<file path="src/design/tss_pkg.sv">
// tss_pkg: constants and carrier types for the thermal shutdown sequencer.
// assumes a single 200 MHz clock and synchronous active-high reset.
package tss_pkg;
  localparam int unsigned CLK_FREQ_HZ      = 200_000_000;
  localparam int unsigned CLK_PERIOD_NS    = 5;
  // regulator-off delay after a level-two shutdown, in milliseconds
  localparam int unsigned RESTART_DELAY_MS = 1000;
  localparam int unsigned RESTART_DELAY_CYC =
    (RESTART_DELAY_MS * (CLK_FREQ_HZ / 1000));
  // dominant timeout (long variant only), in microseconds; plain default
  localparam int unsigned DOM_TIMEOUT_US   = 4000;
  localparam int unsigned DOM_TIMEOUT_CYC  =
    (DOM_TIMEOUT_US * (CLK_FREQ_HZ / 1_000_000));
  localparam int unsigned CNT_W            = 32;

  // temperature comparator outputs; raw at the port, synchronized in tss_top
  typedef struct packed {
    logic level_two;     // above level-two threshold
    logic level_one;     // above level-one threshold
    logic level_one_rel; // above level-one release threshold
  } tss_temp_t;

  // enables and status toward the rest of the chip
  typedef struct packed {
    logic main_regulator_en;
    logic can_en;
    logic driver_en;
    logic wdog_restart;
  } tss_ctrl_t;

  typedef enum logic [1:0] {
    TSS_RUN,
    TSS_LVL1,
    TSS_LVL2_HOT,
    TSS_LVL2_WAIT
  } tss_state_t;
endpackage : tss_pkg

</file>
<file path="src/design/tss_top.sv">
// tss_top: two-level thermal protection sequencer with host reset gating
// and the long-variant transmit dominant timeout.
// assumes pin inputs are already synchronous to ref_clk; comparator outputs are synchronized here.
`timescale 1ns/1ps

// Contract
// - level one disables the high-side driver
// - level one keeps regulator and transceiver on
// - level two switches everything off
// - restart after below level one plus delay
// - driver back only below release threshold
// - only long dominant timeout is implemented
// - level-two shutdown restarts watchdog in timeout mode
// - host reset forces driver off, and fault only if the driver is requested outside level two
module tss_top
  import tss_pkg::*;
#(
  parameter int unsigned RESTART_CYC = RESTART_DELAY_CYC,
  parameter int unsigned DOM_CYC     = DOM_TIMEOUT_CYC
) (
  input  wire logic      ref_clk,
  input  wire logic      srst,
  input  wire tss_temp_t temp_raw,
  input  wire logic      driver_req,
  input  wire logic      can_req,
  input  wire logic      host_reset_n,
  input  wire logic      txd_in,
  output tss_ctrl_t      ctrl,
  output logic           driver_fault_n,
  output logic           tx_dominant,
  output logic           dominant_timeout
);

  tss_temp_t        sync1_q;
  tss_temp_t        temp_q;
  tss_state_t       state_q;
  tss_state_t       state_d;
  logic [CNT_W-1:0] dly_q;
  logic [CNT_W-1:0] dly_d;
  tss_ctrl_t        ctrl_q;
  tss_ctrl_t        ctrl_d;
  logic             fault_n_q;
  logic             fault_n_d;
  logic [CNT_W-1:0] dom_q;
  logic [CNT_W-1:0] dom_d;
  logic             tmo_q;
  logic             tmo_d;
  logic             txd_q;
  logic             txd_d;

  // two-stage synchronizer on the comparator outputs
  always_ff @(posedge ref_clk) begin
    if (srst) begin
      sync1_q <= '0;
      temp_q  <= '0;
    end else begin
      sync1_q <= temp_raw;
      temp_q  <= sync1_q;
    end
  end

  // thermal state machine, level two checked first
  always_comb begin
    state_d = state_q;
    dly_d   = dly_q;
    case (state_q)
      TSS_RUN: begin
        if (temp_q.level_two) begin
          state_d = TSS_LVL2_HOT;
        end else if (temp_q.level_one) begin
          state_d = TSS_LVL1;
        end
      end
      TSS_LVL1: begin
        if (temp_q.level_two) begin
          state_d = TSS_LVL2_HOT;
        end else if (!temp_q.level_one_rel && !temp_q.level_one) begin
          state_d = TSS_RUN;
        end
      end
      TSS_LVL2_HOT: begin
        dly_d = '0;
        if (!temp_q.level_one && !temp_q.level_two) begin
          state_d = TSS_LVL2_WAIT;
        end
      end
      TSS_LVL2_WAIT: begin
        if (temp_q.level_one || temp_q.level_two) begin
          state_d = TSS_LVL2_HOT;
          dly_d   = '0;
        end else if (dly_q >= CNT_W'(RESTART_CYC - 1)) begin
          // driver stays off until below the release threshold
          state_d = TSS_LVL1;
          dly_d   = '0;
        end else begin
          dly_d = dly_q + CNT_W'(1);
        end
      end
      default: begin
        state_d = TSS_LVL2_HOT;
        dly_d   = '0;
      end
    endcase
  end

  always_ff @(posedge ref_clk) begin
    if (srst) begin
      state_q <= TSS_RUN;
      dly_q   <= '0;
    end else begin
      state_q <= state_d;
      dly_q   <= dly_d;
    end
  end

  // output enables and driver diagnostic
  always_comb begin
    ctrl_d    = '0;
    fault_n_d = 1'b1;
    case (state_d)
      TSS_RUN: begin
        ctrl_d.main_regulator_en = 1'b1;
        ctrl_d.can_en            = can_req && host_reset_n;
        ctrl_d.driver_en         = driver_req && host_reset_n;
        fault_n_d = !(driver_req && !host_reset_n);
      end
      TSS_LVL1: begin
        ctrl_d.main_regulator_en = 1'b1;
        ctrl_d.can_en            = can_req && host_reset_n;
        ctrl_d.driver_en         = 1'b0;
        fault_n_d = !driver_req;
      end
      default: begin
        ctrl_d = '0;
      end
    endcase
    // one-cycle pulse when the level-two shutdown begins
    ctrl_d.wdog_restart = (state_d == TSS_LVL2_HOT) &&
                          (state_q != TSS_LVL2_HOT) &&
                          (state_q != TSS_LVL2_WAIT);
  end

  always_ff @(posedge ref_clk) begin
    if (srst) begin
      ctrl_q    <= '0;
      fault_n_q <= 1'b1;
    end else begin
      ctrl_q    <= ctrl_d;
      fault_n_q <= fault_n_d;
    end
  end

  // long dominant timeout; released when the input returns recessive
  always_comb begin
    dom_d = dom_q;
    tmo_d = tmo_q;
    txd_d = 1'b0;
    if (!ctrl_d.can_en || txd_in) begin
      dom_d = '0;
      tmo_d = 1'b0;
    end else if (!tmo_q) begin
      // transmitter stays dominant for DOM_CYC cycles, then trips
      if (dom_q >= CNT_W'(DOM_CYC)) begin
        tmo_d = 1'b1;
      end else begin
        dom_d = dom_q + CNT_W'(1);
        txd_d = 1'b1;
      end
    end
  end

  always_ff @(posedge ref_clk) begin
    if (srst) begin
      dom_q <= '0;
      tmo_q <= 1'b0;
      txd_q <= 1'b0;
    end else begin
      dom_q <= dom_d;
      tmo_q <= tmo_d;
      txd_q <= txd_d;
    end
  end

  assign ctrl             = ctrl_q;
  assign driver_fault_n   = fault_n_q;
  assign tx_dominant      = txd_q;
  assign dominant_timeout = tmo_q;

endmodule : tss_top

</file>
<file path="config.mk">
export PLATFORM = sky130hd
export DESIGN_NAME = tss_top
export DESIGN_NICKNAME = d
export VERILOG_FILES = /design/src/design/tss_pkg.sv /design/src/design/tss_top.sv
export SDC_FILE = /design/constraint.sdc
export NUM_CORES = 1
export LEC_CHECK = 0
export ABC_AREA = 1
export BUFFER_PORTS_ARGS = -buffer_cell sky130_fd_sc_hd__buf_4
export CAP_MARGIN = 20
export CORE_AREA = 3 3 73 144
export CTS_BUF_LIST = sky130_fd_sc_hd__clkbuf_2
export DETAILED_ROUTE_END_ITERATION = 12
export DIE_AREA = 0 0 76 147
export REMOVE_ABC_BUFFERS = 1
export SYNTH_ARGS = -nofsm -noshare
export SYNTH_HDL_FRONTEND = slang
export SYNTH_SLANG_ARGS = --single-unit
</file>
<file path="constraint.sdc">
create_clock -name ref_clk -period 5.1 [get_ports ref_clk]
set_input_delay 0 -clock ref_clk [delete_from_list [all_inputs] [get_ports ref_clk]]
set_output_delay 0 -clock ref_clk [all_outputs]
set_load 0.01 [all_outputs]
</file>
**After elaboration in Yosys (flattened, before gate mapping)**

Index checks and enable logic that the tools add are counted.

- Add/sub/neg operators: 2
- $mul: 0
- Div/mod/pow operators: 0
- $lt $le $gt $ge: 2
- Equal/unequal tests: 7
- Shift-type cells: 0
- Multiplexer cells: 16
- Bitwise operators: 2
- Reduce and logical (&&, ||, !) cells: 22

Operators by type and width:

| kind | count |
|---|---|
| $add A32 B1 Y32 const B | 2 |
| $mux W32 | 2 |
| $pmux W32 S2 | 1 |
| $ge A32 B20 Y1 const B | 1 |
| $ge A32 B28 Y1 const B | 1 |
| $mux W2 | 7 |
| $pmux W2 S4 | 1 |
| $logic_and A1 B1 Y1 | 7 |
| $logic_not A1 Y1 | 7 |
| $eq A2 B2 Y1 const B | 3 |
| $pmux W3 S2 | 1 |
| $eq A2 B1 Y1 const B | 2 |
| $logic_not A2 Y1 | 2 |
| $ne A2 B2 Y1 const B | 2 |
| $mux W1 | 3 |
| $reduce_or A3 Y1 | 1 |
| $logic_or A1 B1 Y1 | 2 |
| $not A1 Y1 | 2 |
| $pmux W1 S2 | 1 |
| $reduce_and A2 Y1 | 1 |
| $reduce_bool A2 Y1 | 1 |
| $reduce_or A2 Y1 | 1 |

- Register bits: 79
- Bits in latches: 0
- Bits in writable memories: 0
- Bits in read-only memories: 0
- Input bits: 9
- Output and inout port bits: 7
- Word-level logic and storage cells: 67
- Memories: 0

**Depth between registers and ports, before layout**

Gate-level depths: netlist of the first run.

- Depth after elaboration: 10
- Depth in mapped cells: 12
- Gate-level depth less buffers: 11

**Worst setup path before layout of the first run**

OpenSTA, ideal clock, no wires.

- Path kind: register to register
- Start: register dly_q[1]
- End: register dly_q[12]
- Setup time: 0.117 ns
- Data arrival time: 1.501 ns
- Setup slack: 3.482 ns
- Cell stages (with the launch flop): 12
- Path buffers: 1
- Period minus slack after synthesis: 1.618 ns
- Cells stage by stage: dfxtp_1 -> ha_1 -> nand2_2 -> nor2_4 -> nand2_2 -> o21ai_2 -> nand2_2 -> nand3_1 -> nand2_1 -> nand2_1 -> buf_4 -> nor2_1

- Word-level cells in the longest chain between the ends: 4

RTL lines:

| what | RTL line | source |
|---|---|---|
| start: declaration | tss_top.sv:38 | `logic [CNT_W-1:0] dly_q;` |
| start signal: assignment | tss_top.sv:112 | `dly_q <= dly_d;` |
| $add A32 B1 Y32 / $ge A32 B28 Y1 (equally long branches) | tss_top.sv:96, tss_top.sv:91 |  |
| $mux W32 (*) | tss_top.sv:91 | `end else if (dly_q >= CNT_W'(RESTART_CYC - 1)) begin` |
| $mux W32 (*) | tss_top.sv:88 | `if (temp_q.level_one \|\| temp_q.level_two) begin` |
| $pmux W32 S2 (*) | tss_top.sv:66 | `case (state_q)` |

Every way passes the cells marked *; elsewhere a longest branch is shown, timed or not.
A chain may end at the register's enable or synchronous reset.

**Final worst setup path of the first run**

- Start: register state_q[1]
- End: register fault_n_q (netlist: driver_fault_n)

- Word-level cells in the longest chain between the ends: 5

RTL lines:

| what | RTL line | source |
|---|---|---|
| start: declaration | tss_top.sv:36 | `tss_state_t state_q;` |
| start signal: assignment | tss_top.sv:111 | `state_q <= state_d;` |
| $mux W2, on equally long branches | tss_top.sv:91, tss_top.sv:70, tss_top.sv:77 |  |
| $mux W2, on equally long branches | tss_top.sv:88, tss_top.sv:68, tss_top.sv:75 |  |
| $pmux W2 S4 (*) | tss_top.sv:66 |  |
| $eq A2 B1 Y1 / $logic_not A2 Y1 (equally long branches) | tss_top.sv:120 | `case (state_d)` |
| $pmux W1 S2 (*) | tss_top.sv:120 |  |
| end signal: assignment | tss_top.sv:149 | `fault_n_q <= fault_n_d;` |
| end: declaration | tss_top.sv:42 | `logic fault_n_q;` |

Marks and branches as above.

==> results of run 1 <==
## cell families (layout without fill, tap and decap cells)
kind of cell	after synthesis	after routing
AOI/OAI and AO/OA	39	39
adders and majority gates	3	3
and+or+nand+nor	391	391
xor gates and xnor gates	22	22
other	0	1
DFF	79	79
buffers and inverters	106	130
## path summary, 6_finish.rpt
path	startpoint	end	slack, ns	cells after the start
worst max register to register	state_q[1]$_SDFF_PP0_	driver_fault_n$_SDFF_PP1_	2.49	8
worst max-delay path	state_q[1]$_SDFF_PP0_	driver_fault_n$_SDFF_PP1_	2.49	8
worst min register to register	sync1_q[1]$_SDFF_PP0_	temp_q[1]$_SDFF_PP0_	0.42	2
worst min-delay path	can_req	dom_q[20]$_SDFFE_PP0P_	0.14	5
## routing by layer
| layer | global-route usage | routed length [um] |
|---|---|---|
| met1 | 0.171 | 3570 |
| met2 | 0.371 | 5700 |
| met3 | 0.0282 | 212 |
| met4 | 0.0880 | 293 |
| met5 | 0 | 0 |
## cell usage in the layout (no fill, tap or decap)
cell           synthesis  layout
bufinv_16              0       1
or2_2                  1       1
clkinv_1               0       1
buf_4                  3      15
clkbuf_2               0       9
o21a_1                 1       1
xnor2_1               13      13
nor3_1                18      18
nor2_2                 4       4
a21oi_1               20      20
o21ai_2                1       1
inv_1                 85      85
nand2_4                2       2
a21oi_2                1       1
dfxtp_1               79      79
nand4_1                7       7
inv_6                  0       4
nor3_2                31      31
nor2_1               104     104
o21bai_1               3       3
nand2_2                6       6
o21ai_1                1       1
o21ai_0               11      11
o22ai_1                1       1
inv_2                  4       4
nand3b_1               1       1
clkinv_4               0       1
ha_1                   3       3
nand3_1               40      40
xor2_1                 9       9
nand2_1              175     175
diode_2                0       1
dlygate4sd3_1          0      10
nor2_4                 2       2
## power groups by stage
stage	clock, mW	sequential [mW]	combinational (mW)
3_5_place_dp	0	0.641	0.0475
5_1_grt	0.398	0.631	0.0581
6_report	0.366	0.630	0.0519
3_3_place_gp	0	0.641	0.0468
4_1_cts	0.380	0.630	0.0535
2_1_floorplan	0	0.641	0.0252
## Yosys cell counts, types with 3 or more instances
| master | number | area share |
|---|---|---|
| nand2_1 | 175 | 0.15 |
| ha_1 | 3 | 0.0088 |
| dfxtp_1 | 79 | 0.37 |
| nor3_1 | 18 | 0.021 |
| clkbuf_1 | 8 | 0.0070 |
| xor2_1 | 9 | 0.018 |
| inv_2 | 4 | 0.0035 |
| a21oi_1 | 20 | 0.023 |
| buf_4 | 3 | 0.0053 |
| xnor2_1 | 13 | 0.027 |
| o21bai_1 | 3 | 0.0053 |
| inv_1 | 85 | 0.075 |
| nor3_2 | 31 | 0.073 |
| buf_2 | 3 | 0.0035 |
| nand2_2 | 6 | 0.0088 |
| o21ai_0 | 11 | 0.013 |
| nor2_1 | 104 | 0.091 |
| nand3_1 | 40 | 0.047 |
| buf_6 | 3 | 0.0079 |
| nand4_1 | 7 | 0.010 |
| nor2_2 | 4 | 0.0059 |
## registers in the layout, indices dropped and copies added (netlist names)
| signal | flops |
|---|---|
| sync1_q | 3 |
| driver_fault_n | 1 |
| dly_q | 32 |
| ctrl | 4 |
| dominant_timeout | 1 |
| temp_q | 3 |
| state_q | 2 |
| tx_dominant | 1 |
| dom_q | 32 |
## worst register-to-register path, stage by stage (launching register included)
cell	delay (ns)
dfxtp_1	0.85
inv_2	0.33
nor3_2	0.22
nand2_1	0.11
inv_1	0.12
nand2_2	0.09
a21oi_1	0.20
nand3_1	0.09
dlygate4sd3_1	0.56
## stage by stage
step	worst slack (ns)	power (mW)	instance area (um2)
after detailed placement	2.55	0.689	4450
after global placement	2.57	0.688	4450
after CTS	2.51	1.06	4670
after global routing	2.27	1.09	4670
after floorplan	3.33	0.666	4170
final	2.49	1.05	4670
## timing repair
item,in CTS,in global routing
hold buffers,10,0
hold endpoints to repair,27,0
buffers inserted,0,0
## final cells by class
type                            count  area [um2]
Tap cell                          130         163
Clock inverter                      7        77.6
Multi-Input combinational cell    455        2260
Fill cell                         983        4770
Inverter                           89         334
Clock buffer                        9        45.0
Timing Repair Buffer               25         213
Sequential cell                    79        1580
Antenna cell                        1        2.50
==> out/summary.txt, run 1 <==
Status = completed
Drt pass-1 iters = 4
Per-cell routed wire length = 12.3 um
Library cells used by synthesis = 30
Max stage delay on crit path = 0.85 ns
Crit Path Class = flop to flop
Lkg Pwr = 1.69 nW
Number of CTS-inserted buffers = 9
CTS H-tree lvls = 3
Fmax = 0.383 GHz
Post-synthesis xor/xnor area fraction = 0.0451
CTS tree = yes
Area grow syn2layout = 9.34%
Std cell rows = 50
Power density cells = 224 nW/um2
Worst-Skew Late Latency = 0.58 ns
Post-synthesis simple-gate area fraction = 0.424
Mux cell area share after synthesis = 0
Initial DRC count = 173
Global-route usage over all layers = 0.182
Hold WS = 0.139 ns
Die Y-Extent = 147 um
Max VDD drop = 192 uV
CP Data Arrival Time = 3.12 ns
Crit end category = flop
Slowest cell on crit path = dfxtp_1
Layout cell share with drive strength beyond 1 = 0.123
Die width = 76 um
Initial core utilization = 0.452
Adder-Cell Fraction of Synth Area = 0.00878
Ys async rst share = 0
Max Clock Skew = 0.0339 ns
Final Max Slew Viols = 0
Max-cap violations = 0
Crit path required time = 5.61 ns
# DRC = 0
Synthesized instance count = 640
Crit Path Max Fanout = 19
Top delay family on crit path = buffers and inverters
Synth Cell Area = 4270 um2
Setup violations, final = 0
Initial antenna violation count = 1
Seq pwr share = 0.601
Switch Pwr = 284 uW
Final core area utilization = 0.495
Buffer and inverter count on the worst path = 3
Total clock sinks = 79
Input/output buffers = 15
Largest family of logic cells by synthesized area = simple AND/OR/NAND/NOR gates
Die area = 11200 um2
Final HPWL DP = 7.28 mm
Avg Vias per Cell = 4.83
Startpoint types = flop
Seq/Total Area, Yosys = 0.370
CTS root buf = clkbuf_2
Setup TNS Final = 0 ns
Pin count of the biggest net entering global routing = 36
Comb pwr share = 0.050
Clk buf depth = 2
CORE AREA = 9450 um2
Total gr overflow = 0
Final cycle utilization of the critical path = 0.512
Post-CTS Resized = 0
Final Hold Vio Count = 0
Routed WL = 9.78 mm
Placed Cells = 768
Sw frac = 0.272
Headroom to the max-slew limit = 0.351
Final Net Count = 671
Clock transition at the registers of the reported paths = 0.26 ns
Warnings from Yosys = 0
HP Class = primary input to flop
Number of top-level pins = 16
Period minus WS final = 2.61 ns
Gpl congestion = 0.925
Clock share of power = 0.349
CP cell instances = inv_2 -> nor3_2 -> nand2_1 -> inv_1 -> nand2_2 -> a21oi_1 -> nand3_1 -> dlygate4sd3_1
Number of synthesized flops with an enable pin = 0
Layout Cells excl Fill = 795
Synth Register Bits = 79
Synth Area in Compound Gates = 0.0501
RSZ-0062 raised after global routing = false
Syn avg cell area = 6.68 um2
Vias in the first global route = 3717
First-pass GRT wire length = 16.5 mm
Detail Route Antenna Nets = 0
Pin slew with the least headroom to its limit = 0.974 ns
Top FF cell, synth = dfxtp_1
P_int = 763 uW
Vias after detailed routing = 3839
Power figures use the tool's default switching activity.
==> run 2: changes to the inputs <==
==> constraint.sdc (replaced) <==
create_clock -name ref_clk -period 2.6 [get_ports ref_clk]
set_input_delay 0 -clock ref_clk [delete_from_list [all_inputs] [get_ports ref_clk]]
set_output_delay 0 -clock ref_clk [all_outputs]
set_load 0.01 [all_outputs]
==> run 2 against run 1 <==
Global-route usage up 1.0 points. Non-clock buffer count up 5. Clock power up 78%. Critical path depth up 3. Register-to-register slack worse by 2.1 ns. Worst hold slack worse by 0.0082 ns. Final cell count up 0.63%. Utilization up 0.24 points. Routed wire length up 2.8%. Clock-buffer cell count unchanged. Sequential share of layout area down 0.16 points. Critical endpoint unchanged. Highest routed layer unchanged.
==> out/summary.txt, run 2 (synthesis results as in run 1) <==
Total gr overflow = 0 (unchanged)
Clock share of power = 0.327 (-0.022)
Global-route usage over all layers = 0.192 (+0.0101)
RSZ-0062 raised after global routing = false
Startpoint types = flop
Max Clock Skew = 0.0186 ns (-0.0154 ns)
Routed WL = 10.1 mm (+2.8%)
Switch Pwr = 581 uW (+100%)
Reg-to-Reg Start = dly_q[1]$_SDFFE_PP0P_
Headroom to the max-slew limit = 0.621 (+0.270)
Die area = 11200 um2 (unchanged)
Final HPWL DP = 7.35 mm (+0.96%)
Area grow syn2layout = 9.87%
Hold WS = 0.131 ns (-0.00819 ns)
Gpl congestion = 0.888 (-3.9%)
Std cell rows = 50 (unchanged)
Clock transition at the registers of the reported paths = 0.25 ns (about the same)
Final Max Slew Viols = 0 (unchanged)
Post-CTS Resized = 0 (unchanged)
Crit path capture = driver_fault_n$_SDFF_PP1_
Pin slew with the least headroom to its limit = 0.568 ns (-0.405 ns)
Post-route setup slack = 0.361 ns (-2.13 ns)
CP Data Arrival Time = 2.74 ns (-0.38 ns)
Max VDD drop = 318 uV (+66%)
Status = completed
Final Net Count = 676 (+0.75%)
Setup TNS Final = 0 ns (unchanged)
Max-cap violations = 0 (unchanged)
Layout fillers = 1003 (+2.0%)
Per-cell routed wire length = 12.6 um (+2.2%)
Pin count of the biggest net entering global routing = 36 (unchanged)
CTS root buf = clkbuf_2
CORE AREA = 9450 um2 (unchanged)
Seq pwr share = 0.616 (+0.015)
Power density cells = 425 nW/um2 (+90%)
Initial DRC count = 179 (+3.5%)
Setup violations, final = 0 (unchanged)
Critical R2R Capture = driver_fault_n$_SDFF_PP1_
Worst-Skew Late Latency = 0.57 ns (about the same)
Crit path required time = 3.10 ns (-2.51 ns)
CTS H-tree lvls = 3 (unchanged)
Period minus WS final = 2.24 ns (-0.372 ns)
Sw frac = 0.291 (+0.0192)
Die width = 76 um (unchanged)
Reg-to-reg setup timing slack = 0.36 ns (-2.13 ns)
Most common library cell in the layout ignoring fill and taps = nand2_1
Number of CTS-inserted buffers = 9 (unchanged)
HP Class = primary input to flop
Fmax = 0.447 GHz (+17%)
Final cycle utilization of the critical path = 0.861 (+0.349)
Avg Vias per Cell = 4.90 (+1.4%)
Lkg Pwr = 1.70 nW (+1.1%)
Vias in the first global route = 3888 (+4.6%)
Crit Path Max Fanout = 4 (-15)
Input/output buffers = 15 (unchanged)
Worst slack, placed = 0.596 ns (-1.95 ns)
Detail Route Antenna Nets = 0 (unchanged)
CP startpoint = dly_q[1]$_SDFFE_PP0P_
Footprint of the multi-input gates = 2260 um2 (unchanged)
Number of top-level pins = 16 (unchanged)
Comb pwr share = 0.056 (+0.006)
Vias after detailed routing = 3919 (+2.1%)
Layout cell share with drive strength beyond 1 = 0.130 (+0.00655)
Drt pass-1 iters = 5 (+1)
# DRC = 0 (unchanged)
Reg2Reg Depth = 11 (+3)
Initial antenna violation count = 1 (unchanged)
Register area = 1580 um2 (unchanged)
Final Hold Vio Count = 0 (unchanged)
Die Y-Extent = 147 um (unchanged)
Total clock sinks = 79 (unchanged)
P_int = 1.42 mW (+86%)
Clk buf depth = 2 (unchanged)
Initial core utilization = 0.452 (unchanged)
Most frequent cells in the layout = nand2_1 (175), nor2_1 (104), inv_1 (85), dfxtp_1 (79), nand3_1 (40)
Crit Path Class = flop to flop
Crit end category = flop
CTS tree = yes
First-pass GRT wire length = 17.4 mm (+5.5%)
-- run 2: worst min path at each step --
stage | from | endpoint | cells after the start
2_1_floorplan | srst | dly_q[16]$_SDFFE_PP0P_ | 1
3_3_place_gp | driver_req | driver_fault_n$_SDFF_PP1_ | 2
3_5_place_dp | temp_raw[1] | sync1_q[1]$_SDFF_PP0_ | 3
4_1_cts | can_req | dom_q[5]$_SDFFE_PP0P_ | 5
5_1_grt | can_req | dom_q[20]$_SDFFE_PP0P_ | 5
6_report | can_req | dom_q[25]$_SDFFE_PP0P_ | 5
-- run 2: what timing repair did --
item	4_1_cts	5_1_grt
hold buffers	11	0
hold endpoints to repair	37	0
buffers inserted	0	0
-- run 2: final cells by class --
| type | count | share of cell area |
|---|---|---|
| diodes | 1 | 0.000533 |
| well taps | 130 | 0.0346 |
| clock inverters | 7 | 0.0128 |
| clock buffers | 9 | 0.00959 |
| inverters | 89 | 0.0711 |
| repair buffers | 30 | 0.0538 |
| flip-flops and latches | 79 | 0.337 |
| multi-input cells | 455 | 0.481 |
-- run 2: through the flow --
step | area, um2 | util | total power [mW] | std cells
CTS | 4690 | 0.497 | 2.03 | 799
finish | 4700 | 0.497 | 2.00 | 800
floorplan | 4170 | - | 1.31 | 623
global route | 4700 | 0.497 | 2.08 | 800
global placement | 4480 | 0.474 | 1.35 | 772
detailed placement | 4480 | 0.474 | 1.35 | 772
-- run 2: critical path: stages (launching register included) --
cell and delay [ns]:
dfxtp_1 0.42, ha_1 0.21, nand2_2 0.08, nor2_4 0.13
nand2_2 0.09, o21ai_2 0.14, nand2_2 0.08, nand2_2 0.11
nand2_2 0.08, a21oi_1 0.18, nand3_1 0.08, dlygate4sd3_1 0.56
-- run 2: metal layers --
| metal | vias up | share of wire | GRT usage |
|---|---|---|---|
| li1 | 2025 | - | - |
| met1 | 1798 | 0.36 | 0.179 |
| met2 | 58 | 0.56 | 0.377 |
| met3 | 38 | 0.025 | 0.0288 |
| met4 | 0 | 0.053 | 0.128 |
| met5 | - | 0 | 0 |
-- run 2: power by group through the flow --
stage               logic (mW)  clock network [mW]  registers [mW]
global route             0.124               0.724            1.23
finish                   0.113               0.653            1.23
CTS                      0.114               0.688            1.23
detailed placement       0.101                   0            1.25
global placement         0.100                   0            1.25
floorplan               0.0495                   0            1.26
